[config.mk]
export PLATFORM = sky130hd
export DESIGN_NAME = neg_seq_overcurrent_element
export DESIGN_NICKNAME = d
export VERILOG_FILES = /design/src/neg_seq_pkg.sv /design/src/curve_rom.sv /design/src/neg_seq_overcurrent_element.sv
export VERILOG_INCLUDE_DIRS = /design/src
export SDC_FILE = /design/constraint.sdc
export NUM_CORES = 2
export LEC_CHECK = 0
export BUFFER_PORTS_ARGS = -buffer_cell sky130_fd_sc_hd__clkbuf_2
export CAP_MARGIN = 20
export CORE_MARGIN = 3
export CORE_UTILIZATION = 55
export DETAILED_ROUTE_END_ITERATION = 7
export MAX_ROUTING_LAYER = met4
export PLACE_DENSITY = 0.79
export SLEW_MARGIN = 20
export SYNTH_ARGS = -nofsm -noshare
export SYNTH_HDL_FRONTEND = slang
export SYNTH_SLANG_ARGS = --single-unit
[constraint.sdc]
create_clock -name sys_clk -period 20 [get_ports sys_clk]
set_input_delay 1 -clock sys_clk [delete_from_list [all_inputs] [get_ports sys_clk]]
set_output_delay 1 -clock sys_clk [all_outputs]
set_load 0.01 [all_outputs]
[src/neg_seq_defines.svh]
/*
 * Constants of the negative sequence overcurrent element: clock and time
 * base, operating modes, fixed-point scalings of the curve arithmetic.
 * Assumes inclusion by bare name from the package users.
 */
`ifndef NEG_SEQ_DEFINES_SVH
`define NEG_SEQ_DEFINES_SVH

// =====================================================================
// Timing
`define CLK_PERIOD_NS    20
`define TICK_NS          1000000

// =====================================================================
// Operating mode codes
`define MODE_OFF         4'h0
`define MODE_DEFINITE    4'h1
`define MODE_FIRST_CURVE 4'h2
`define MODE_LAST_CURVE  4'hC

// =====================================================================
// Fixed-point figures
`define CEIL_RATIO       21'h14
`define CEIL_RATIO_Q8    13'h1400
`define UNITY_Q8         13'h100
`define ONE_Q16          26'h10000
`define GUARANTEE_Q8     13'h11A
`define E4_PER_MS        52'hA
`define C_SCALE          40'hA00
`define LN2_Q8           19'hB1
`define ALPHA002_Q8      20'h51F
`define DIV_STEPS        5'h18

`endif

[src/neg_seq_pkg.sv]
/*
 * Types of the negative sequence overcurrent element: phases, curve
 * constants, settings carrier and the packed state records.
 * Assumes nothing of its surroundings.
 */
package neg_seq_pkg;

    // =================================================================
    // Enumerations
    typedef enum logic [1:0] {
        PH_IDLE = 2'b00,
        PH_RUN  = 2'b01,
        PH_TRIP = 2'b10,
        PH_HOLD = 2'b11
    } phase_t;

    typedef enum logic [1:0] {
        ALPHA_002 = 2'b00,
        ALPHA_1   = 2'b01,
        ALPHA_2   = 2'b10
    } alpha_t;

    // =================================================================
    // Carriers
    typedef struct packed {
        logic [20:0] k_e4;
        logic [12:0] c_e4;
        logic [18:0] kr_e4;
        alpha_t      alpha;
        logic        fixed_reset;
    } curve_t;

    typedef struct packed {
        logic [3:0]  mode;
        logic [15:0] start_current_setting;
        logic [15:0] tms_q8;
        logic [15:0] definite_delay_ms;
        logic [15:0] minimum_delay_setting;
        logic [15:0] reset_delay_setting;
    } settings_t;

    typedef struct packed {
        phase_t      phase;
        logic [15:0] tick_cnt;
        logic        div_busy;
        logic [4:0]  div_cnt;
        logic [23:0] div_num;
        logic [16:0] div_rem;
        logic [23:0] div_quo;
        logic        picked;
        logic        above_ceil;
        logic [12:0] ratio;
        logic [47:0] acc;
        logic [47:0] racc;
        logic [23:0] elapsed;
        logic [23:0] cphase;
        logic        start;
        logic        trip;
    } elem_state_t;

    typedef struct packed {
        curve_t data;
    } rom_state_t;

endpackage

[src/curve_rom.sv]
/*
 * Constant table of the eleven inverse curves, read data registered.
 * Assumes a synchronous active-low reset and an address that is held.
 */
module curve_rom (
    input  wire logic            sys_clk,
    input  wire logic            rst_n,
    input  wire logic [3:0]      addr,
    output neg_seq_pkg::curve_t  data
);

    neg_seq_pkg::rom_state_t st_reg;
    neg_seq_pkg::rom_state_t st_next;

    // =================================================================
    // Table: k, c and kr in units of 100 us
    always_comb begin
        st_next = st_reg;
        unique case (addr)
            4'h0: st_next.data = {21'h000578, 13'h0000, 19'h00000, neg_seq_pkg::ALPHA_002, 1'b1};
            4'h1: st_next.data = {21'h020F58, 13'h0000, 19'h00000, neg_seq_pkg::ALPHA_1,   1'b1};
            4'h2: st_next.data = {21'h0C3500, 13'h0000, 19'h00000, neg_seq_pkg::ALPHA_2,   1'b1};
            4'h3: st_next.data = {21'h124F80, 13'h0000, 19'h00000, neg_seq_pkg::ALPHA_1,   1'b1};
            4'h4: st_next.data = {21'h000056, 13'h00B9, 19'h011F8, neg_seq_pkg::ALPHA_002, 1'b0};
            4'h5: st_next.data = {21'h000203, 13'h0474, 19'h0BD74, neg_seq_pkg::ALPHA_002, 1'b0};
            4'h6: st_next.data = {21'h02FE04, 13'h132E, 19'h34BC0, neg_seq_pkg::ALPHA_2,   1'b0};
            4'h7: st_next.data = {21'h044D90, 13'h04C1, 19'h470B8, neg_seq_pkg::ALPHA_2,   1'b0};
            4'h8: st_next.data = {21'h00035C, 13'h073A, 19'h0B3B0, neg_seq_pkg::ALPHA_002, 1'b0};
            4'h9: st_next.data = {21'h045B3C, 13'h1BD0, 19'h20DC8, neg_seq_pkg::ALPHA_2,   1'b0};
            4'hA: st_next.data = {21'h09C6BC, 13'h09C4, 19'h493E0, neg_seq_pkg::ALPHA_2,   1'b0};
            default: st_next.data = '0;
        endcase
    end

    always_ff @(posedge sys_clk) begin
        if (!rst_n) begin
            st_reg <= '0;
        end else begin
            st_reg <= st_next;
        end
    end

    assign data = st_reg.data;

endmodule

[src/neg_seq_overcurrent_element.sv]
/*
 * Start and delayed trip of the negative sequence overcurrent element,
 * definite time or one of eleven inverse curves, integrated on a 1 ms tick.
 * Assumes the magnitude and its valid strobe come from logic on sys_clk and
 * that settings are held steady while the element runs.
 */
`include "neg_seq_defines.svh"

module neg_seq_overcurrent_element #(
    parameter int unsigned TICK_CYCLES = `TICK_NS / `CLK_PERIOD_NS
) (
    input  wire logic                   sys_clk,
    input  wire logic                   rst_n,
    input  wire logic                   meas_valid,
    input  wire logic [15:0]            neg_seq_fundamental_magnitude,
    input  wire neg_seq_pkg::settings_t settings,
    output logic                        start_out,
    output logic                        trip_out
);

    neg_seq_pkg::elem_state_t st_reg;
    neg_seq_pkg::elem_state_t st_next;
    neg_seq_pkg::curve_t      cv;
    logic [3:0]               rom_addr;
    logic                     is_def;
    logic                     is_inv;
    logic                     active;
    logic                     fixed_rst;
    logic                     tick;
    logic [25:0]              den;
    logic [25:0]              rden;
    logic                     acc_done;
    logic                     c_done;
    logic                     r_done;

    // =================================================================
    // Curve arithmetic
    function automatic logic [10:0] log2_q8(input logic [12:0] r);
        logic [12:0] sh;
        int          p;
        p = 8;
        for (int i = 8; i < 13; i++) begin
            if (r[i]) begin
                p = i;
            end
        end
        sh = r << (12 - p);
        // Linear mantissa: exact at powers of two, below the true log between them
        return {3'(p - 8), sh[11:4]};
    endfunction

    function automatic logic [25:0] den_fn(input neg_seq_pkg::alpha_t a, input logic [12:0] r);
        logic [25:0] sq;
        logic [18:0] ln_q8;
        logic [19:0] x;
        sq = 26'(r) * 26'(r);
        ln_q8 = 19'((19'(log2_q8(r)) * `LN2_Q8) >> 8);
        x = 20'((20'(ln_q8) * `ALPHA002_Q8) >> 8);
        if (r <= `UNITY_Q8) begin
            return 26'h0000000;
        end
        unique case (a)
            neg_seq_pkg::ALPHA_1:   return {5'h00, r - `UNITY_Q8, 8'h00};
            neg_seq_pkg::ALPHA_2:   return sq - `ONE_Q16;
            // Second-order series of exp keeps the 0,02 power accurate
            neg_seq_pkg::ALPHA_002: return 26'(x) + 26'((40'(x) * 40'(x)) >> 17);
            default:                return 26'h0000000;
        endcase
    endfunction

    // =================================================================
    // Mode decode and curve table
    assign rom_addr  = settings.mode - `MODE_FIRST_CURVE;
    assign is_def    = (settings.mode == `MODE_DEFINITE);
    assign is_inv    = (settings.mode >= `MODE_FIRST_CURVE) && (settings.mode <= `MODE_LAST_CURVE);
    assign active    = is_def || is_inv;
    assign fixed_rst = is_def || cv.fixed_reset;
    assign tick      = (st_reg.tick_cnt == 16'(TICK_CYCLES - 1));

    curve_rom u_curve_rom (
        .sys_clk (sys_clk),
        .rst_n   (rst_n),
        .addr    (rom_addr),
        .data    (cv)
    );

    assign den      = den_fn(cv.alpha, st_reg.ratio);
    assign rden     = (st_reg.ratio < `UNITY_Q8) ?
                      `ONE_Q16 - 26'(st_reg.ratio) * 26'(st_reg.ratio) : 26'h0000000;
    assign acc_done = 52'(st_reg.acc) * `E4_PER_MS >=
                      52'({37'(settings.tms_q8) * 37'(cv.k_e4), 8'h00});
    assign c_done   = 40'(st_reg.cphase) * `C_SCALE >= 40'(settings.tms_q8) * 40'(cv.c_e4);
    assign r_done   = 52'(st_reg.racc) * `E4_PER_MS >=
                      52'({35'(settings.tms_q8) * 35'(cv.kr_e4), 8'h00});

    // =================================================================
    // Next state
    always_comb begin
        logic [16:0] rem_s;
        rem_s = {st_reg.div_rem[15:0], st_reg.div_num[23]};
        st_next = st_reg;
        st_next.tick_cnt = tick ? 16'h0000 : st_reg.tick_cnt + 16'h0001;

        // Ratio to start setting, one quotient bit per cycle
        if (st_reg.div_busy) begin
            st_next.div_num = {st_reg.div_num[22:0], 1'b0};
            if (rem_s >= {1'b0, settings.start_current_setting}) begin
                st_next.div_rem = rem_s - {1'b0, settings.start_current_setting};
                st_next.div_quo = {st_reg.div_quo[22:0], 1'b1};
            end else begin
                st_next.div_rem = rem_s;
                st_next.div_quo = {st_reg.div_quo[22:0], 1'b0};
            end
            st_next.div_cnt = st_reg.div_cnt - 5'h01;
            if (st_reg.div_cnt == 5'h01) begin
                st_next.div_busy = 1'b0;
                st_next.ratio = (st_next.div_quo >= 24'(`CEIL_RATIO_Q8)) ?
                                `CEIL_RATIO_Q8 : st_next.div_quo[12:0];
            end
        end

        // A new sample restarts the divider, or stops it and loads the ceiling ratio at 20 times setting
        if (meas_valid) begin
            st_next.picked = active && (neg_seq_fundamental_magnitude > settings.start_current_setting);
            if (21'(neg_seq_fundamental_magnitude) >= 21'(settings.start_current_setting) * `CEIL_RATIO) begin
                st_next.above_ceil = 1'b1;
                st_next.ratio = `CEIL_RATIO_Q8;
                st_next.div_busy = 1'b0;
            end else begin
                st_next.above_ceil = 1'b0;
                st_next.div_busy = 1'b1;
                st_next.div_cnt = `DIV_STEPS;
                st_next.div_num = {neg_seq_fundamental_magnitude, 8'h00};
                st_next.div_rem = 17'h00000;
                st_next.div_quo = 24'h000000;
            end
        end

        if (tick && st_reg.picked) begin
            st_next.elapsed = (st_reg.elapsed == 24'hFFFFFF) ? st_reg.elapsed : st_reg.elapsed + 24'h000001;
            unique case (st_reg.phase)
                neg_seq_pkg::PH_IDLE, neg_seq_pkg::PH_HOLD: begin
                    st_next.phase = neg_seq_pkg::PH_RUN;
                    st_next.racc = 48'h000000000000;
                end
                neg_seq_pkg::PH_RUN: begin
                    if (is_def) begin
                        if (st_next.elapsed >= 24'(settings.definite_delay_ms)) begin
                            st_next.phase = neg_seq_pkg::PH_TRIP;
                        end
                    end else begin
                        // Beyond the ceiling the c share runs first, then the curve share
                        if (st_reg.above_ceil && !c_done) begin
                            st_next.cphase = st_reg.cphase + 24'h000001;
                        end else if (!acc_done) begin
                            st_next.acc = st_reg.acc + 48'(den);
                        end
                        if (acc_done && (c_done || !st_reg.above_ceil) &&
                            st_reg.elapsed >= 24'(settings.minimum_delay_setting)) begin
                            st_next.phase = neg_seq_pkg::PH_TRIP;
                        end
                    end
                end
                neg_seq_pkg::PH_TRIP: begin
                    st_next.phase = neg_seq_pkg::PH_TRIP;
                end
            endcase
        end else if (tick) begin
            unique case (st_reg.phase)
                neg_seq_pkg::PH_IDLE: begin
                    st_next.phase = neg_seq_pkg::PH_IDLE;
                end
                neg_seq_pkg::PH_RUN, neg_seq_pkg::PH_TRIP: begin
                    st_next.phase = neg_seq_pkg::PH_HOLD;
                end
                neg_seq_pkg::PH_HOLD: begin
                    // Timing memory survives a short dip until the reset time runs out
                    if (fixed_rst) begin
                        st_next.racc = st_reg.racc + 48'h000000000001;
                        if (st_next.racc >= 48'(settings.reset_delay_setting)) begin
                            st_next.phase = neg_seq_pkg::PH_IDLE;
                        end
                    end else if (r_done) begin
                        st_next.phase = neg_seq_pkg::PH_IDLE;
                    end else begin
                        st_next.racc = st_reg.racc + 48'(rden);
                    end
                    if (st_next.phase == neg_seq_pkg::PH_IDLE) begin
                        st_next.acc = 48'h000000000000;
                        st_next.cphase = 24'h000000;
                        st_next.elapsed = 24'h000000;
                        st_next.racc = 48'h000000000000;
                    end
                end
            endcase
        end

        if (!active) begin
            st_next.phase = neg_seq_pkg::PH_IDLE;
            st_next.picked = 1'b0;
            st_next.acc = 48'h000000000000;
            st_next.racc = 48'h000000000000;
            st_next.cphase = 24'h000000;
            st_next.elapsed = 24'h000000;
        end
        st_next.start = st_next.picked;
        st_next.trip = st_next.picked && (st_next.phase == neg_seq_pkg::PH_TRIP);
    end

    always_ff @(posedge sys_clk) begin
        if (!rst_n) begin
            st_reg <= '0;
        end else begin
            st_reg <= st_next;
        end
    end

    assign start_out = st_reg.start;
    assign trip_out  = st_reg.trip;
endmodule

* After elaboration in Yosys (flattened, before gate mapping)
Memory sizes are Yosys's and may differ from the RTL's. A register that Yosys moved wholly into a read port is not among the register bits. Index checks and enable logic that the tools add are counted.
Cells by class: add/sub/neg operators 15, $mul 11, magnitude comparators 14, equality and inequality tests 17, shifts and indexed selects 1, multiplexer cells 51, bitwise operators 1, reductions and logical operators 27
Operators by type and width (number):
- 144-bit 2-to-1 mux | 4
- 48-bit 2-to-1 mux | 7
- 48-bit by 3-bit multiplier with 51-bit output, second input constant | 2
- 48-bit by 26-bit adder with 48-bit output | 2
- 24-bit 2-to-1 mux | 4
- 86-bit 2-to-1 mux | 1
- 41-bit 2-to-1 mux | 2
- 26-bit 2-to-1 mux | 3
- 26-bit one-hot mux with 3 select lines | 1
- 71-bit 2-to-1 mux | 1
- 70-bit 2-to-1 mux | 1
- 52-bit by 43-bit greater-or-equal comparator with 1-bit output | 1
- 52-bit by 45-bit greater-or-equal comparator with 1-bit output | 1
- 13-bit 2-to-1 mux | 4
- 24-bit by 1-bit adder with 24-bit output, second input constant | 2
- 48-bit by 1-bit adder with 48-bit output, second input constant | 1
- 24-bit by 16-bit greater-or-equal comparator with 1-bit output | 2
- 48-bit by 16-bit greater-or-equal comparator with 1-bit output | 1
- 16-bit by 21-bit multiplier with 37-bit output | 1
- 36-bit by 29-bit greater-or-equal comparator with 1-bit output | 1
- 16-bit by 19-bit multiplier with 35-bit output | 1
- 13-bit by 32-bit << shifter with 12-bit output | 1
- 5-bit by 32-bit subtractor with 32-bit output, first input constant | 1
- 16-bit by 13-bit multiplier with 29-bit output | 1
- other kinds (48) | 91
Word-level totals: flip-flop bits (word level) 268, ROM bits 864, output and inout port bits 2, logic and storage cells 154, memories kept 1
Memories:
- (name not given) | depth 16, width 54, read ports 1, clocked after memory_dff 1, wr ports 0, line curve_rom.sv:19 | unique case (addr)

* Depth between registers and ports, before layout
depth in word-level cells 18, gate-level depth with buffers 91, gate-level depth less buffers 87

* Hierarchy
From an unflattened synthesis, not the netlist that was laid out.
Second synthesis, totals: cells, all modules 8314, area, all modules 69190.1 µm²
Modules (own cells, without submodules):
- neg_seq_overcurrent_element | times used 1, cells each 8135, area each 67427.2 µm²
- curve_rom | times used 1, cells each 179, area each 1762.9 µm²

* Least setup slack after synthesis
OpenSTA, ideal clock, no wires.
kind flip-flop to flip-flop, start point reg st_reg[156] (netlist bit), end point reg st_reg[134] (netlist bit), data arrival time 19.490 ns, required time 19.941 ns, setup slack 0.451 ns, stages on the path, launching flop included 87, path buffers 4, period minus slack after synthesis 19.549 ns, cell sequence dfxtp_1 nand2b_1 a21oi_1 clkbuf_1 inv_1 ha_1 buf_1 clkbuf_1 mux4_2 o21a_1 ha_1 fa_1 inv_1 fa_1 inv_1 ha_1 ha_1 a21oi_1 (+51 left out) xnor2_1 o21ai_0 nand2_1 a21oi_1 ha_1 o21a_1 o21ai_0 nor2_1 a21oi_1 a221oi_1 nor2_1 a2111oi_0 nor2_1 a21oi_1 a31oi_1 or4_1 or4_1 nand2_1
Between the ends: longest elaborated chain between the ends 17
Ends and longest elaborated chain:
- start, declared | line neg_seq_overcurrent_element.sv:21 | neg_seq_pkg::elem_state_t st_reg;
- start signal, assigned | line neg_seq_overcurrent_element.sv:214 | st_reg <= st_next;
- 2-bit 2-to-1 mux (2 in series) | line neg_seq_overcurrent_element.sv:43 | if (r[i]) begin
- 3-bit 2-to-1 mux | line neg_seq_overcurrent_element.sv:43
- 5-bit by 32-bit subtractor with 32-bit output | line neg_seq_overcurrent_element.sv:47 | sh = r << (12 - p);
- 13-bit by 32-bit << shifter with 12-bit output | line neg_seq_overcurrent_element.sv:47
- 11-bit by 8-bit multiplier with 19-bit output (no source line)
- 11-bit by 11-bit multiplier with 20-bit output (no source line)
- 12-bit by 12-bit multiplier with 24-bit output | line neg_seq_overcurrent_element.sv:66 | neg_seq_pkg::ALPHA_002: return 26'(x) + 26'((40'(x) * 40'(x)) >> 17);
- 12-bit by 7-bit adder with 13-bit output | line neg_seq_overcurrent_element.sv:66
- 26-bit one-hot mux with 3 select lines | line neg_seq_overcurrent_element.sv:62 | unique case (a)
- 26-bit 2-to-1 mux * | line neg_seq_overcurrent_element.sv:62
- 48-bit by 26-bit adder with 48-bit output * | line neg_seq_overcurrent_element.sv:156 | st_next.acc = st_reg.acc + 48'(den);
- 48-bit 2-to-1 mux * | line neg_seq_overcurrent_element.sv:155 | end else if (!acc_done) begin
- 48-bit 2-to-1 mux * | line neg_seq_overcurrent_element.sv:153 | if (st_reg.above_ceil && !c_done) begin
- 48-bit 2-to-1 mux * | line neg_seq_overcurrent_element.sv:147 | if (is_def) begin
- 48-bit 2-to-1 mux * | line neg_seq_overcurrent_element.sv:141 | unique case (st_reg.phase)
- 144-bit 2-to-1 mux * | line neg_seq_overcurrent_element.sv:139 | if (tick && st_reg.picked) begin
Mark *: on every way between the ends. The rest lies on a longest branch, timed or not. The select of a mux whose other input is x is not followed. A chain may end at the register's enable or synchronous reset.

* Worst setup path after layout
Ends and elaborated chain as after synthesis.

==> results.txt <==
Dividing the final minimum period by the clock period gives 0.951. The design draws 3.86 mW. Dividing the detail-routed via count by the number of cells gives 5.87. The placer's final routability congestion estimate came out at 0.952. For this run, the leading register cell type out of synthesis is dfxtp_1. Of the total power, combinational logic draws 0.636. The number of enable-type register cells in the synthesized netlist is 0. The root buffer selected by CTS is clkbuf_16.

The end-of-flow core utilization came out at 0.590. The count of final setup violators is 0. The launch instance of the worst register-to-register path is st_reg[156]. The cell class contributing the biggest share of worst-path delay is adder cells. The insertion delay to the later sink of the worst-skew pair came out at 0.59 ns. The worst-case register-to-register setup slack came out at 0.98 ns. Leaving out fill and tap cells, the most frequent cell in the layout is inv_1.

Ranked by total cell area, the synthesized netlist is headed by fa_1 (25%), ha_1 (20%), dfxtp_1 (8.8%), inv_1 (6.4%), nand2_1 (5.2%). The area of the placeable core is 121000 um2. The pre-CTS setup slack is -0.467 ns.

Summed over all layers, the routed wires come to around 180000 um. The capture point of the worst path is st_reg[134]. Along the worst path, the maximum fanout reaches 7.

The worst setup path is captured at a register. Dividing the detail-routed wire length by the instance count gives 18.6 um. The floorplan step set the die height to between 300 and 400 um. For the pin with the worst max-slew slack, the measured transition is 1.13 ns. The pin count of the biggest net entering global routing came out at 58.

The area growth from synthesis to layout is 5.66%. The number of max-slew violations in the final report is 0. Across all setup checks in the final design, the least slack found is 0.985 ns. The clock network fraction of design power came out at 0.197. The sequential share of power is 0.167. The net total in the final layout came out at about 10000. By instance count, the cell type seen most on the critical path is inv_1. The number of flip-flops in the largest register is about 250. The maximum frequency from static timing analysis is 0.0526 GHz. The element type at the critical path start is a register. The initial utilization of the core area, before any placement, comes to 0.558. The worst clock skew is 0.0251 ns. Detailed placement finished with a half-perimeter wire length of 143000 um. The total number of cells along the worst setup path is 85. The min-delay analysis places its worst path in the category register to register. The flow ran to the end, and the final reports show no timing, DRC or antenna violations. The share of layout cells above drive strength 1 came out at 0.0499. The worst supply voltage drop on vdd came out at 0.0844 mV.

The highest cell delay on the worst timing path came out at 0.56 ns. The share of synthesized registers carrying an async set or reset came out at 0. The netlist area before placement is 67300 um2. The first global-routing pass estimated 297000 um of wire. The number of buffers added by the clock tree synthesis step came out at 40. The post-route DRC violation count is 0. The worst path buffer plus inverter count is 13. The per-instance average area after synthesis came out at about 8.4 um2. The number of violations reported at the end of detailed-routing iteration 0 came out at 3786. The floorplan die width came out at 356 um. The worst setup path is of the register to register kind. The number of rows created at floorplan is between 100 and 150. The number of levels in the clock H-tree came out at 2. For this run, the register share of the synthesized area comes to 0.0883. The final sum of negative setup slack is 0 ns.

In the layout the commonest cells are inv_1 (1151), ha_1 (1047), nand2_1 (925). The number of port buffers is ~100. The arrival time at the worst endpoint came out at 19.53 ns.

The full die area is 127000 um2. The total number of clock tree sinks is 297. The worst endpoint required time is 20.52 ns.

The number of distinct library cells after synthesis came out at 105. The number of synthesized register bits is between 200 and 300. The number of hold violations in the final report came out at 0. Once detail routing completed, the nets flagged for antenna violations numbered 0. The number of iterations in the first detailed-routing pass is 6. The area share of the largest cell type after synthesis is 0.253. The slowest stage of the critical path is the or4_4 cell.

For this design the static power due to leakage is 37.2 nW. The remaining global-route overflow came out at 0. The reported max-cap violation count came out at 0. The net switching component of the power came out at between 1.5 and 2 mW. The number of nets in the synthesized netlist is roughly 10000.

The number of warnings issued by yosys came out at 0. Tracing the worst setup path back leads to its startpoint at st_reg[156]. No sink is reached through more buffers than the 3 on the longest clock path. Of the total power, the share spent switching nets is 0.468. The clock-pin slew on the worst setup and hold paths came out at 0.06 ns. The clock tree from TritonCTS is yes. The number of antenna violations at the first check in global routing came out at 3. The number of cells on the worst reg-to-reg path came out at 85. The power density over the cells came out at 54.3 nW/um2.

The clock period could shrink to between 15 and 20 ns. The post-synthesis cell count is 8046. The number of hold buffers added after cts is 0. The capturing point of the worst reg2reg path is st_reg[134]. The design internal power came out at about 2.1 mW.

The number of vias in the routed layout is about 57000. The library cell with the largest summed area after synthesis is fa_1. The global router's overall resource usage came out at 0.294. The number of top-level pins came out at between 100 and 150.

The via count of the first global-routing pass was 58400. The relative slew slack is 0.237.
how the worst min path moves through the flow:
stage	cells after the start	startpoint	slack [ns]	endpoint
4_1_cts	1	st_reg[232]	0.45	st_reg[232]
3_3_place_gp	1	st_reg[232]	0.42	st_reg[232]
5_1_grt	1	st_reg[232]	0.47	st_reg[232]
6_report	1	st_reg[232]	0.45	st_reg[232]
2_1_floorplan	1	st_reg[232]	0.41	st_reg[232]
3_5_place_dp	1	st_reg[232]	0.43	st_reg[232]
metal layers:
metal,GRT usage,part of all wire,vias to the layer above
met1,0.367,0.41,27600
met5,-,0,-
met4,0.0985,0.039,0
li1,-,-,26600
met2,0.495,0.48,1942
met3,0.0341,0.065,426
kinds of logic (layout without fill, tap and decap cells):
logic type | count (synthesis) | count (layout) | synth area share
multiplexers | 97 | 97 | 0.0152
AO/OA/AOI/OAI | 1315 | 1315 | 0.128
XOR/XNOR | 439 | 439 | 0.0575
flip-flops | 297 | 297 | 0.0883
AND/OR/NAND/NOR | 2532 | 2532 | 0.181
adder cells (fa/ha/maj) | 1900 | 1900 | 0.448
other | 2 | 4 | 0.000112
buffers and inverters | 1464 | 1435 | 0.0822
layout make-up:
cell class                 instances  area (um2)
antenna                            2        5.00
clock buffer                      49        1110
clock inverter                    25         262
fill                           10400       49500
inverter                        1158        4350
multi-input combinational       6285       56100
sequential                       297        5950
tap                             1612        2020
timing repair buffer             203        1280
power by group through the flow:
stage,sequential [mW],combinational [mW],clock [mW]
final,0.644,2.46,0.761
after global routing,0.645,2.84,0.796
after CTS,0.642,2.46,0.775
after detailed placement,0.655,2.42,0
after global placement,0.654,2.35,0
after floorplan,0.626,1.83,0
synth_stat cells (62+ instances only):
library cell / instances
nand4_1: 95
or3_1: 70
mux2i_1: 85
nor2_1: 504
xor2_1: 170
a21o_1: 124
o21ai_0: 252
a21oi_1: 376
and2_1: 332
and3_1: 62
ha_1: 1049
nand3_1: 141
dfxtp_1: 297
nand2b_1: 65
nand2_1: 925
clkbuf_1: 285
fa_1: 849
nor3_1: 127
xnor2_1: 266
inv_1: 1151
per-stage QoR:
step | hold WS (ns) | area [um2] | std cells
3_5_place_dp | 0.434 | 69400 | 9545
6_report | 0.447 | 71100 | 9631
2_1_floorplan | 0.413 | 67300 | 8046
5_1_grt | 0.468 | 71100 | 9631
3_3_place_gp | 0.425 | 69400 | 9544
4_1_cts | 0.446 | 70800 | 9619
worst reg2reg max path, delay by kind of cell (launching register included):
family                   cells  cell delay [ns]
AO/OA/AOI/OAI               26             4.65
XOR/XNOR                     5             1.05
adder cells (fa/ha/maj)     20             8.05
buffers and inverters       13             1.01
flip-flops                   1             0.34
multiplexers                 2             0.63
AND/OR/NAND/NOR             19             3.18
what timing repair did:
action / in CTS / in global routing
gates cloned: 0 / 0
pin swaps: 0 / 12
setup buffers: 0 / 10
resized for setup: 6 / 41
setup endpoints to repair: 19 / 32
endpoints found under the hold margin: 0 / 0
(Power assumes the default switching activity.)
